<file path="config.mk">
export PLATFORM = sky130hd
export DESIGN_NAME = can_mask_rxflag_txctrl
export DESIGN_NICKNAME = d
export VERILOG_FILES = /design/src/hdl/can_mrt_pkg.sv /design/src/hdl/can_mask_rxflag_txctrl.sv
export SDC_FILE = /design/constraint.sdc
export NUM_CORES = 1
export LEC_CHECK = 0
export ABC_AREA = 0
export BUFFER_PORTS_ARGS = -buffer_cell sky130_fd_sc_hd__buf_2
export CORE_ASPECT_RATIO = 0.8
export CORE_UTILIZATION = 59
export DETAILED_ROUTE_END_ITERATION = 8
export GPL_TIMING_DRIVEN = 1
export PLACE_DENSITY_LB_ADDON = 0.15
export SYNTH_ARGS = -nofsm -noshare
export SYNTH_HDL_FRONTEND = slang
export SYNTH_SLANG_ARGS = --single-unit
</file>
<file path="constraint.sdc">
create_clock -name clk_i -period 9 [get_ports clk_i]
set_input_delay 0 -clock clk_i [delete_from_list [all_inputs] [get_ports clk_i]]
set_output_delay 0 -clock clk_i [all_outputs]
set_load 0.1 [all_outputs]
</file>
<file path="src/hdl/can_mrt_pkg.sv">
// register map, field positions and reset values for the mask, flag and buffer control block
package can_mrt_pkg;
  // word offsets (byte addresses) on the apb register bus
  localparam logic [7:0] MASK_STD_OFS0   = 8'h00; // three masks, standard part, stride 8
  localparam logic [7:0] MASK_EXT_OFS0   = 8'h04; // three masks, extended part, stride 8
  localparam logic [7:0] MASK_STRIDE     = 8'h08;
  localparam logic [7:0] FULL_LOW_OFS    = 8'h20;
  localparam logic [7:0] FULL_HIGH_OFS   = 8'h24;
  localparam logic [7:0] OVF_LOW_OFS     = 8'h28;
  localparam logic [7:0] OVF_HIGH_OFS    = 8'h2c;
  localparam logic [7:0] FMSK_SEL_OFS    = 8'h30; // filter mask source, 16 filters x 2 bits
  localparam logic [7:0] FILT_EXT_OFS    = 8'h34; // filter extended-select, 16 filters
  localparam logic [7:0] CTRL_OFS0       = 8'h40; // buffer pair control, four words
  // standard mask word fields
  localparam int        STD_SID_LSB      = 5;
  localparam int        STD_TYPE_BIT     = 3;
  localparam logic [15:0] STD_MASK_IMPL  = 16'hffeb; // bits 4 and 2 read as zero
  // buffer control byte fields
  localparam int        CTL_DIR_BIT      = 7;
  localparam int        CTL_ABT_BIT      = 6;
  localparam int        CTL_LARB_BIT     = 5;
  localparam int        CTL_ERR_BIT      = 4;
  localparam int        CTL_REQ_BIT      = 3;
  localparam int        CTL_RTR_BIT      = 2;
  localparam logic [15:0] FLAG_RESET     = 16'h0000;
  localparam logic [7:0]  CTL_RESET      = 8'h00;
  localparam logic [1:0]  MASK_SRC_RSVD  = 2'h3;
  localparam int        NUM_MASKS        = 3;
  localparam int        NUM_CTL_BUFS     = 8;
  localparam int        NUM_FILTERS      = 16;
endpackage

</file>
<file path="src/hdl/can_mask_rxflag_txctrl.sv">
// acceptance masks, receive full/overflow flags and transmit buffer control with apb access
`timescale 1ns/1ns
`default_nettype none
module can_mask_rxflag_txctrl
  import can_mrt_pkg::*;
#(
  parameter int NUM_RX = 32
) (
  input  wire logic        clk_i,
  input  wire logic        nrst_i,
  // apb slave
  input  wire logic        psel_i,
  input  wire logic        penable_i,
  input  wire logic        pwrite_i,
  input  wire logic [7:0]  paddr_i,
  input  wire logic [31:0] pwdata_i,
  output logic      [31:0] prdata_o,
  output logic             pready_o,
  output logic             pslverr_o,
  // acceptance check from the protocol engine
  input  wire logic        flt_req_i,
  input  wire logic [3:0]  flt_idx_i,
  input  wire logic [10:0] msg_sid_i,
  input  wire logic [17:0] msg_eid_i,
  input  wire logic        msg_ext_i,
  input  wire logic [10:0] flt_sid_i,
  input  wire logic [17:0] flt_eid_i,
  output logic             flt_done_o,
  output logic             flt_match_o,
  // receive store event
  input  wire logic        rx_store_i,
  input  wire logic [4:0]  rx_buf_i,
  // transmit engine events, buffer index 0..7
  input  wire logic        tx_done_i,
  input  wire logic        tx_abort_done_i,
  input  wire logic        tx_arb_lost_i,
  input  wire logic        tx_bus_err_i,
  input  wire logic [2:0]  tx_buf_i,
  input  wire logic        remote_rx_i,
  input  wire logic [2:0]  remote_buf_i,
  // scheduling and control out
  output logic             tx_pending_o,
  output logic      [2:0]  tx_next_o,
  output logic      [7:0]  tx_abort_req_o,
  output logic      [7:0]  buf_is_tx_o
);

  // storage overview
  // the three acceptance masks are plain software registers with no reset,
  // so a filter that points at a mask never written compares against
  // unknown bits; software is expected to load every mask it selects
  // before it enables reception.
  // the full and overflow banks are 32 flags each, split over two 16-bit
  // words on the bus. hardware only ever sets them, and software only
  // ever clears them by writing zero; a one written back is harmless,
  // which lets software clear a single flag with a read-modify-write.
  // each buffer control byte mixes software fields (direction, request,
  // auto-remote, priority) with status flags that only hardware changes.
  logic [15:0]           mstd_q [NUM_MASKS]; // no reset: contents unknown after power-on
  logic [15:0]           mext_q [NUM_MASKS];
  logic [NUM_RX-1:0]     full_q;
  logic [NUM_RX-1:0]     ovf_q;
  logic [7:0]            ctl_q [NUM_CTL_BUFS];
  logic [31:0]           fsel_q;
  logic [15:0]           fext_q;

  logic                  wr_en;
  logic                  rd_en;
  logic [31:0]           rdata;
  logic                  addr_ok;

  // true for the four word-aligned control word addresses; the caller works out the register index
  function automatic logic is_ctl(input logic [7:0] a);
    return a >= CTRL_OFS0 && a < CTRL_OFS0 + 8'h10 && a[1:0] == 2'b00;
  endfunction

  // write-zero-to-clear update shared by both flag banks, set wins over clear
  function automatic logic [15:0] wzc(input logic [15:0] cur, input logic [15:0] wd,
                                      input logic [15:0] setv);
    return (cur & wd) | setv;
  endfunction

  // bus qualifiers
  // a write lands only at the edge where the access phase meets ready;
  // without the ready term a master that stretched its access phase
  // would apply the same write twice, which matters for the abort request
  // that is raised on the falling edge of a send request.
  assign wr_en = psel_i && penable_i && pwrite_i && pready_o;
  assign rd_en = psel_i && penable_i && !pwrite_i && pready_o;

  // receive store decode
  // the protocol engine reports one stored message per cycle at most, so a
  // one-hot vector is enough; the overflow check below reuses it against
  // the full flags as they stood before this store.
  logic [NUM_RX-1:0] store_vec;
  assign store_vec = rx_store_i ? (NUM_RX'(1) << rx_buf_i) : '0;

  // mask registers, software only
  always_ff @(posedge clk_i) begin
    for (int m = 0; m < NUM_MASKS; m++) begin
      if (wr_en && paddr_i == MASK_STD_OFS0 + 8'(m) * MASK_STRIDE) begin
        mstd_q[m] <= pwdata_i[15:0] & STD_MASK_IMPL;
      end
      if (wr_en && paddr_i == MASK_EXT_OFS0 + 8'(m) * MASK_STRIDE) begin
        mext_q[m] <= pwdata_i[15:0];
      end
    end
  end

  // filter mask source and extended-select words
  always_ff @(posedge clk_i or negedge nrst_i) begin
    if (!nrst_i) begin
      fsel_q <= 32'h0000_0000;
      fext_q <= 16'h0000;
    end else if (wr_en) begin
      if (paddr_i == FMSK_SEL_OFS) fsel_q <= pwdata_i;
      if (paddr_i == FILT_EXT_OFS) fext_q <= pwdata_i[15:0];
    end
  end

  // full flags: hardware set beats a software clear in the same cycle
  // the trade-off: software that clears a flag in the very cycle a new
  // message lands keeps seeing the buffer as full, which is the safe way
  // round, since losing a full indication would let the buffer be reused
  // before its message was read.
  always_ff @(posedge clk_i or negedge nrst_i) begin
    if (!nrst_i) begin
      full_q <= {FLAG_RESET, FLAG_RESET};
    end else begin
      full_q[15:0] <= wzc(full_q[15:0],
                          (wr_en && paddr_i == FULL_LOW_OFS) ? pwdata_i[15:0] : 16'hffff,
                          store_vec[15:0]);
      full_q[31:16] <= wzc(full_q[31:16],
                           (wr_en && paddr_i == FULL_HIGH_OFS) ? pwdata_i[15:0] : 16'hffff,
                           store_vec[31:16]);
    end
  end

  // overflow flags: store into a buffer already full
  // the first store into an empty buffer only sets its full flag; the
  // overflow flag needs a second store while the full flag still stands.
  logic [NUM_RX-1:0] ovf_set;
  assign ovf_set = store_vec & full_q;
  always_ff @(posedge clk_i or negedge nrst_i) begin
    if (!nrst_i) begin
      ovf_q <= {FLAG_RESET, FLAG_RESET};
    end else begin
      ovf_q[15:0] <= wzc(ovf_q[15:0],
                         (wr_en && paddr_i == OVF_LOW_OFS) ? pwdata_i[15:0] : 16'hffff,
                         ovf_set[15:0]);
      ovf_q[31:16] <= wzc(ovf_q[31:16],
                          (wr_en && paddr_i == OVF_HIGH_OFS) ? pwdata_i[15:0] : 16'hffff,
                          ovf_set[31:16]);
    end
  end

  // buffer control bytes; status bits are read-only to software
  // per buffer the next byte is built up in a local copy so that later
  // events in the same cycle override earlier ones in a fixed order:
  // software write, remote reply, transmit outcome, then the status clear
  // that goes with a fresh send request.
  // the abort request output is a level that stays up from the write that
  // dropped a pending request until the engine reports the abort done;
  // a buffer waiting for its abort is kept out of the scheduler.
  // limitation: a write that sets the request in the same cycle as a
  // completed send leaves the request cleared; software must retry.
  always_ff @(posedge clk_i or negedge nrst_i) begin
    if (!nrst_i) begin
      for (int b = 0; b < NUM_CTL_BUFS; b++) ctl_q[b] <= CTL_RESET;
      tx_abort_req_o <= 8'h00;
    end else begin
      for (int b = 0; b < NUM_CTL_BUFS; b++) begin
        logic [7:0] c;
        logic [7:0] w;
        logic       req_set;
        c = ctl_q[b];
        w = pwdata_i[8*(b%2) +: 8];
        req_set = 1'b0;
        if (wr_en && paddr_i == CTRL_OFS0 + 8'(4 * (b / 2))) begin
          c[CTL_DIR_BIT] = w[CTL_DIR_BIT];
          c[CTL_RTR_BIT] = w[CTL_RTR_BIT];
          c[1:0]         = w[1:0];
          if (ctl_q[b][CTL_REQ_BIT] && !w[CTL_REQ_BIT]) begin
            tx_abort_req_o[b] <= 1'b1;
          end
          req_set = w[CTL_REQ_BIT] && !ctl_q[b][CTL_REQ_BIT];
          c[CTL_REQ_BIT] = w[CTL_REQ_BIT];
        end
        // remote frame reply request
        if (remote_rx_i && remote_buf_i == 3'(b) && ctl_q[b][CTL_RTR_BIT]) begin
          req_set = !ctl_q[b][CTL_REQ_BIT];
          c[CTL_REQ_BIT] = 1'b1;
        end
        // transmit engine outcomes for the active buffer
        if (tx_buf_i == 3'(b)) begin
          if (tx_arb_lost_i) c[CTL_LARB_BIT] = 1'b1;
          if (tx_bus_err_i)  c[CTL_ERR_BIT]  = 1'b1;
          if (tx_done_i) begin
            c[CTL_REQ_BIT] = 1'b0;
            c[CTL_ABT_BIT] = 1'b0;
          end
          if (tx_abort_done_i) begin
            c[CTL_ABT_BIT] = 1'b1;
            c[CTL_REQ_BIT] = 1'b0;
            tx_abort_req_o[b] <= 1'b0;
          end
        end
        if (req_set) begin
          c[CTL_ABT_BIT]  = 1'b0;
          c[CTL_LARB_BIT] = 1'b0;
          c[CTL_ERR_BIT]  = 1'b0;
        end
        ctl_q[b] <= c;
      end
    end
  end

  // priority pick: later index with equal priority wins by using >=
  // only transmit buffers with a standing request take part; the scan is
  // a short linear chain of eight comparators, cheap at this size, and its
  // result is registered so the engine sees a stable choice.
  logic       pick_v;
  logic [2:0] pick_i;
  logic [1:0] pick_p;
  always_comb begin
    pick_v = 1'b0;
    pick_i = 3'h0;
    pick_p = 2'h0;
    for (int b = 0; b < NUM_CTL_BUFS; b++) begin
      if (ctl_q[b][CTL_DIR_BIT] && ctl_q[b][CTL_REQ_BIT] && !tx_abort_req_o[b]
          && (!pick_v || ctl_q[b][1:0] >= pick_p)) begin
        pick_v = 1'b1;
        pick_i = 3'(b);
        pick_p = ctl_q[b][1:0];
      end
    end
  end

  always_ff @(posedge clk_i or negedge nrst_i) begin
    if (!nrst_i) begin
      tx_pending_o <= 1'b0;
      tx_next_o    <= 3'h0;
      buf_is_tx_o  <= 8'h00;
    end else begin
      tx_pending_o <= pick_v;
      tx_next_o    <= pick_i;
      for (int b = 0; b < NUM_CTL_BUFS; b++) buf_is_tx_o[b] <= ctl_q[b][CTL_DIR_BIT];
    end
  end

  // acceptance comparison with the mask chosen by the filter
  // a mask bit of one makes the matching identifier bit take part, zero
  // makes it a don't-care. the standard word carries the eleven standard
  // bits, the type-match control and the top two extended bits; the
  // extended word carries the remaining sixteen extended bits.
  // with type matching on, the message format must agree with the
  // filter's extended select; with it off, a standard message needs only
  // the standard part and an extended one needs the whole identifier.
  // the compare is combinational and the answer is registered, so the
  // engine sees its result one cycle after the request.
  logic [1:0]  src;
  logic [15:0] ms;
  logic [15:0] me;
  logic [10:0] sid_m;
  logic [17:0] eid_m;
  logic        sid_eq;
  logic        eid_eq;
  logic        fx;
  logic        hit;
  always_comb begin
    src    = fsel_q[2*flt_idx_i +: 2];
    ms     = (src == 2'h1) ? mstd_q[1] : (src == 2'h2) ? mstd_q[2] : mstd_q[0];
    me     = (src == 2'h1) ? mext_q[1] : (src == 2'h2) ? mext_q[2] : mext_q[0];
    sid_m  = ms[15:STD_SID_LSB];
    eid_m  = {ms[1:0], me};
    sid_eq = ((msg_sid_i ^ flt_sid_i) & sid_m) == 11'h000;
    eid_eq = ((msg_eid_i ^ flt_eid_i) & eid_m) == 18'h00000;
    fx     = fext_q[flt_idx_i];
    if (ms[STD_TYPE_BIT]) begin
      hit = (msg_ext_i == fx) && sid_eq && (!fx || eid_eq);
    end else begin
      hit = sid_eq && (!msg_ext_i || eid_eq);
    end
    if (src == MASK_SRC_RSVD) hit = 1'b0; // reserved selection never matches
  end

  always_ff @(posedge clk_i or negedge nrst_i) begin
    if (!nrst_i) begin
      flt_done_o  <= 1'b0;
      flt_match_o <= 1'b0;
    end else begin
      flt_done_o  <= flt_req_i;
      flt_match_o <= flt_req_i && hit;
    end
  end

  // apb read mux
  // registers are 16 bits wide except the mask source word; unused upper
  // bits read as zero. an address outside the map reads zero and is
  // flagged as an error in the same cycle as ready.
  always_comb begin
    rdata   = 32'h0000_0000;
    addr_ok = 1'b1;
    if (is_ctl(paddr_i)) begin
      rdata[15:0] = {ctl_q[2*paddr_i[3:2]+1], ctl_q[2*paddr_i[3:2]]};
    end else begin
      case (paddr_i)
        8'h00, 8'h08, 8'h10: rdata[15:0] = mstd_q[paddr_i[4:3]];
        8'h04, 8'h0c, 8'h14: rdata[15:0] = mext_q[paddr_i[4:3]];
        FULL_LOW_OFS:  rdata[15:0] = full_q[15:0];
        FULL_HIGH_OFS: rdata[15:0] = full_q[31:16];
        OVF_LOW_OFS:   rdata[15:0] = ovf_q[15:0];
        OVF_HIGH_OFS:  rdata[15:0] = ovf_q[31:16];
        FMSK_SEL_OFS:  rdata       = fsel_q;
        FILT_EXT_OFS:  rdata[15:0] = fext_q;
        default:       addr_ok     = 1'b0;
      endcase
    end
  end

  // ready comes in the first access cycle: it is the setup cycle delayed
  // by one flop, so the answer is a one-cycle pulse and read data are
  // captured from the mux while the address is still held by the master.
  // keeping ready registered keeps the address decode off the bus path.
  always_ff @(posedge clk_i or negedge nrst_i) begin
    if (!nrst_i) begin
      pready_o  <= 1'b0;
      pslverr_o <= 1'b0;
      prdata_o  <= 32'h0000_0000;
    end else begin
      pready_o  <= psel_i && !penable_i;
      pslverr_o <= psel_i && !penable_i && !addr_ok;
      prdata_o  <= (psel_i && !penable_i && !pwrite_i) ? rdata : 32'h0000_0000;
    end
  end

endmodule
`default_nettype wire

</file>
==> impl_summary.txt <==
----------------------------------------------------
[Outcome]
  Status ... complete, no violations

[Clock tree]
  Clock Sinks ... 322
  Skew-Pair Late Insertion Delay ... 0.58 ns
  Post-cts gate resize count ... 0
  Clock root buffer master ... sky130_fd_sc_hd__clkbuf_16
  TritonCTS Buffers ... 31
  Largest buffer count on any clock path ... 3
  CTS tree ... yes
  Clock slew at reported path FFs ... 0.06 ns
  Clock H-tree levels ... 1

[Cells and area]
  Most frequent standard cell in the layout excluding fill and tap cells ... sky130_fd_sc_hd__dfrtp_1
  Final Cell Area ... 18,400 µm²
  Fraction of final layout cells sized beyond drive strength 1 ... 23.0%
  Relative area change from synthesis to final layout ... 19.6%
  Leading cell types in the layout, fill and taps excluded ... 232 x sky130_fd_sc_hd__dfrtp_1, 179 x sky130_fd_sc_hd__buf_2, 175 x sky130_fd_sc_hd__nand2_1, 111 x sky130_fd_sc_hd__o21ai_0, 90 x sky130_fd_sc_hd__edfxtp_1
  Net count reported at finish ... 1,721

[Logic synthesis]
  Total nets after synthesis ... 1,497
  Async set-or-reset flop fraction in the synthesized netlist ... 72.0%
  Area of the mapped netlist ... 15,400 µm²
  Post-synthesis cell type count ... 57
  Number of standard cells after synthesis ... 1,357
  Number of warning messages in the yosys log ... 0
  Commonest register cell after synthesis ... sky130_fd_sc_hd__dfrtp_1
  Avg Inst Size Synth ... 11.3 µm²
  Post-synthesis sequential element count ... 322
  EDFF count, synth ... 90
  Part of the Yosys area used for sequential elements ... 55.3%

[Setup path]
  Worst Setup Path Type ... flop to flop
  Arrival time at the worst endpoint ... 8.73 ns
  Endpoint kind of the worst setup timing path ... flop
  Reg-to-Reg Start ... ctl_q[59]$_DFF_PN0_
  Maximum cell stage delay along the critical path ... 0.42 ns
  Required time reported for the critical path endpoint ... 9.44 ns
  Maximum fanout along the worst path ... 6
  CP Launch Type ... flop
  Library cell appearing most often on the critical path ... sky130_fd_sc_hd__a21oi_1
  Crit-path slowest cell ... sky130_fd_sc_hd__dfrtp_1
  Reg2reg path depth ... 40
  Worst R2R Setup Slack ... 0.70 ns
  Worst setup startpoint ... ctl_q[59]$_DFF_PN0_

[Drt]
  Count of nets left with antenna violations after detail routing ... 0
  M1 wire length ... 19.0 mm
  Met2 WL ... 20.7 mm
  Final routed wire length divided by cell count ... 23.9 µm
  Number of design rule violations left after detail routing ... 0
  Final wirelength ... 46.7 mm
  Via total after detailed routing ... 12,478
  Detailed-routed wire length on met3 ... 5.72 mm
  Detailed-route vias per instance ... 6.38
  Uppermost routed layer ... met4
  Number of detailed-routing iterations run before antenna repair ... 6
  Initial DRC count ... 1,519

[Global routing]
  Vias in the first global route ... 12,102
  Global-route wire length before repair ... 71.5 mm
  Antenna violations before repair ... 2
  Pin count of the biggest net entering global routing ... 92
  Total congestion overflow after global routing ... 0
  Global routing usage summed across all routing layers ... 35.5%

[STA]
  Final hold slack ... 0.0240 ns
  Crit share post-route ... 92.2%
  Relative slew slack ... 30.9%
  Max Clock Freq ... 121 MHz
  Setup TNS ... 0 ns
  Measured slew at the worst slew-check pin ... 1.03 ns
  Final worst clock skew ... 0.0172 ns
  Unrepaired setup endpoints after global routing ... false
  Post-layout minimum cycle time ... 8.30 ns
  Final hold violation count ... 0
  Slew Viols, Final ... 0
  Setup-violating endpoint count in the final report ... 0

[Die]
  Core region area ... 25,400 µm²
  Chip Width ... 182 µm
  Ports placed on the boundary ... 182
  Die ar. ... 26,700 µm²
  Die Y-Extent ... 146 µm
  Row Count ... 52
  Initial Util ... 60.4%

[Placed design]
  # port buffers ... 181
  Placement Cell Area ... 16,600 µm²
  Final weighted congestion in routability-driven placement ... 0.932
  Detailed placer's ending HPWL ... 31.3 mm

[Power]
  Leakage power ... 8.21 nW
  PwrDens ... 186 nW/µm²
  Sum of internal, switching and leakage power ... 3.42 mW
  Worst IR Drop VDD ... 0.193 mV

[Min path]
  Classification of the worst-slack hold path ... input pin to asynchronous set/reset pin

[Flow run]
  Max Cap Viol ... 0

----------------------------------------------------
[registers in the layout, summed over array words and instances (netlist names)]
register and flops:
prdata_o 32, pready_o 1, full_q 32, tx_pending_o 1, mext_q 48, fsel_q 32
flt_done_o 1, pslverr_o 1, tx_abort_req_o 8, fext_q 16, mstd_q 42, ctl_q 64
ovf_q 32, tx_next_o 3, buf_is_tx_o 8, flt_match_o 1
[synth_stat cells, types with 23 or more instances]
cell                         n  area share, %
sky130_fd_sc_hd__a21oi_1    76            2.5
sky130_fd_sc_hd__a22oi_1    36            1.8
sky130_fd_sc_hd__clkbuf_1   57            1.4
sky130_fd_sc_hd__dfrtp_1   232             38
sky130_fd_sc_hd__edfxtp_1   90             18
sky130_fd_sc_hd__inv_1      38           0.93
sky130_fd_sc_hd__mux2_2     63            4.6
sky130_fd_sc_hd__mux2i_1    34            2.2
sky130_fd_sc_hd__mux4_2     45            6.6
sky130_fd_sc_hd__nand2_1   175            4.3
sky130_fd_sc_hd__nand3_1    45            1.5
sky130_fd_sc_hd__nor2_1     82            2.0
sky130_fd_sc_hd__o21ai_0   111            3.6
sky130_fd_sc_hd__xor2_1     23            1.3
[final cells by class]
cell class | instances | area [µm²]
antenna | 1 | 2.50
clock buffer | 49 | 970
clock inverter | 8 | 171
fill | 1793 | 7040
inverter | 38 | 143
multi-input combinational | 923 | 6450
sequential | 322 | 8510
tap | 351 | 439
timing repair buffer | 265 | 1710
[where the power goes]
group / internal [mW] / leakage, nW / total (mW) / switching [mW]
combinational: 0.142 / 3.86 / 0.351 / 0.209
sequential: 1.58 / 3.79 / 1.63 / 0.0476
clock: 0.879 / 0.556 / 1.44 / 0.561
total: 2.60 / 8.21 / 3.42 / 0.818
[critical path: cells and delay by family (launching register included)]
family,cells,cell delay (ns)
buf+inv,3,0.31
simple gates,10,1.43
flops,1,0.42
fa+ha+maj,7,1.86
compound gates,15,2.48
mux,5,1.66
[stage by stage]
stage,instances,worst slack (ns),utilization (%)
floorplan,1357,0.962,-
global placement,1834,1.06,65.3
detailed placement,1834,0.838,65.3
CTS,1956,0.782,72.3
global route,1956,0.237,72.3
finish,1957,0.704,72.3
[metal layers]
| metal | up-vias | global-route usage, % |
|---|---|---|
| li1 | 5428 | - |
| met2 | 827 | 52.4 |
| met5 | - | 0 |
| met4 | 0 | 10.6 |
| met3 | 84 | 8.68 |
| met1 | 6139 | 52.5 |
[logic make-up (layout without fill, tap and decap cells)]
family,count (synthesis),after routing,share of synthesized area [%]
compound gates,325,325,13.0
xor+xnor,29,29,1.65
fa+ha+maj,14,14,1.14
buf+inv,112,360,2.91
flops,322,322,55.3
mux,143,143,13.5
other cells,0,1,0
simple gates,412,412,12.5
[repair_timing]
item                      4_1_cts  5_1_grt
hold buffers                   65        0
hold endpoints to repair      346        0
setup buffers                   0        0
[worst paths after layout]
path                                            endpoint
worst min register to register  buf_is_tx_o[2]$_DFF_PN0_
max in group asynchronous          fext_q[6]$_DFFE_PN0P_
worst max-delay path              tx_next_o[1]$_DFF_PN0_
worst min-delay path               prdata_o[9]$_DFF_PN0_
min in group clk_i                   ctl_q[19]$_DFF_PN0_
worst max register to register    tx_next_o[1]$_DFF_PN0_
(Power assumes the default switching activity.)
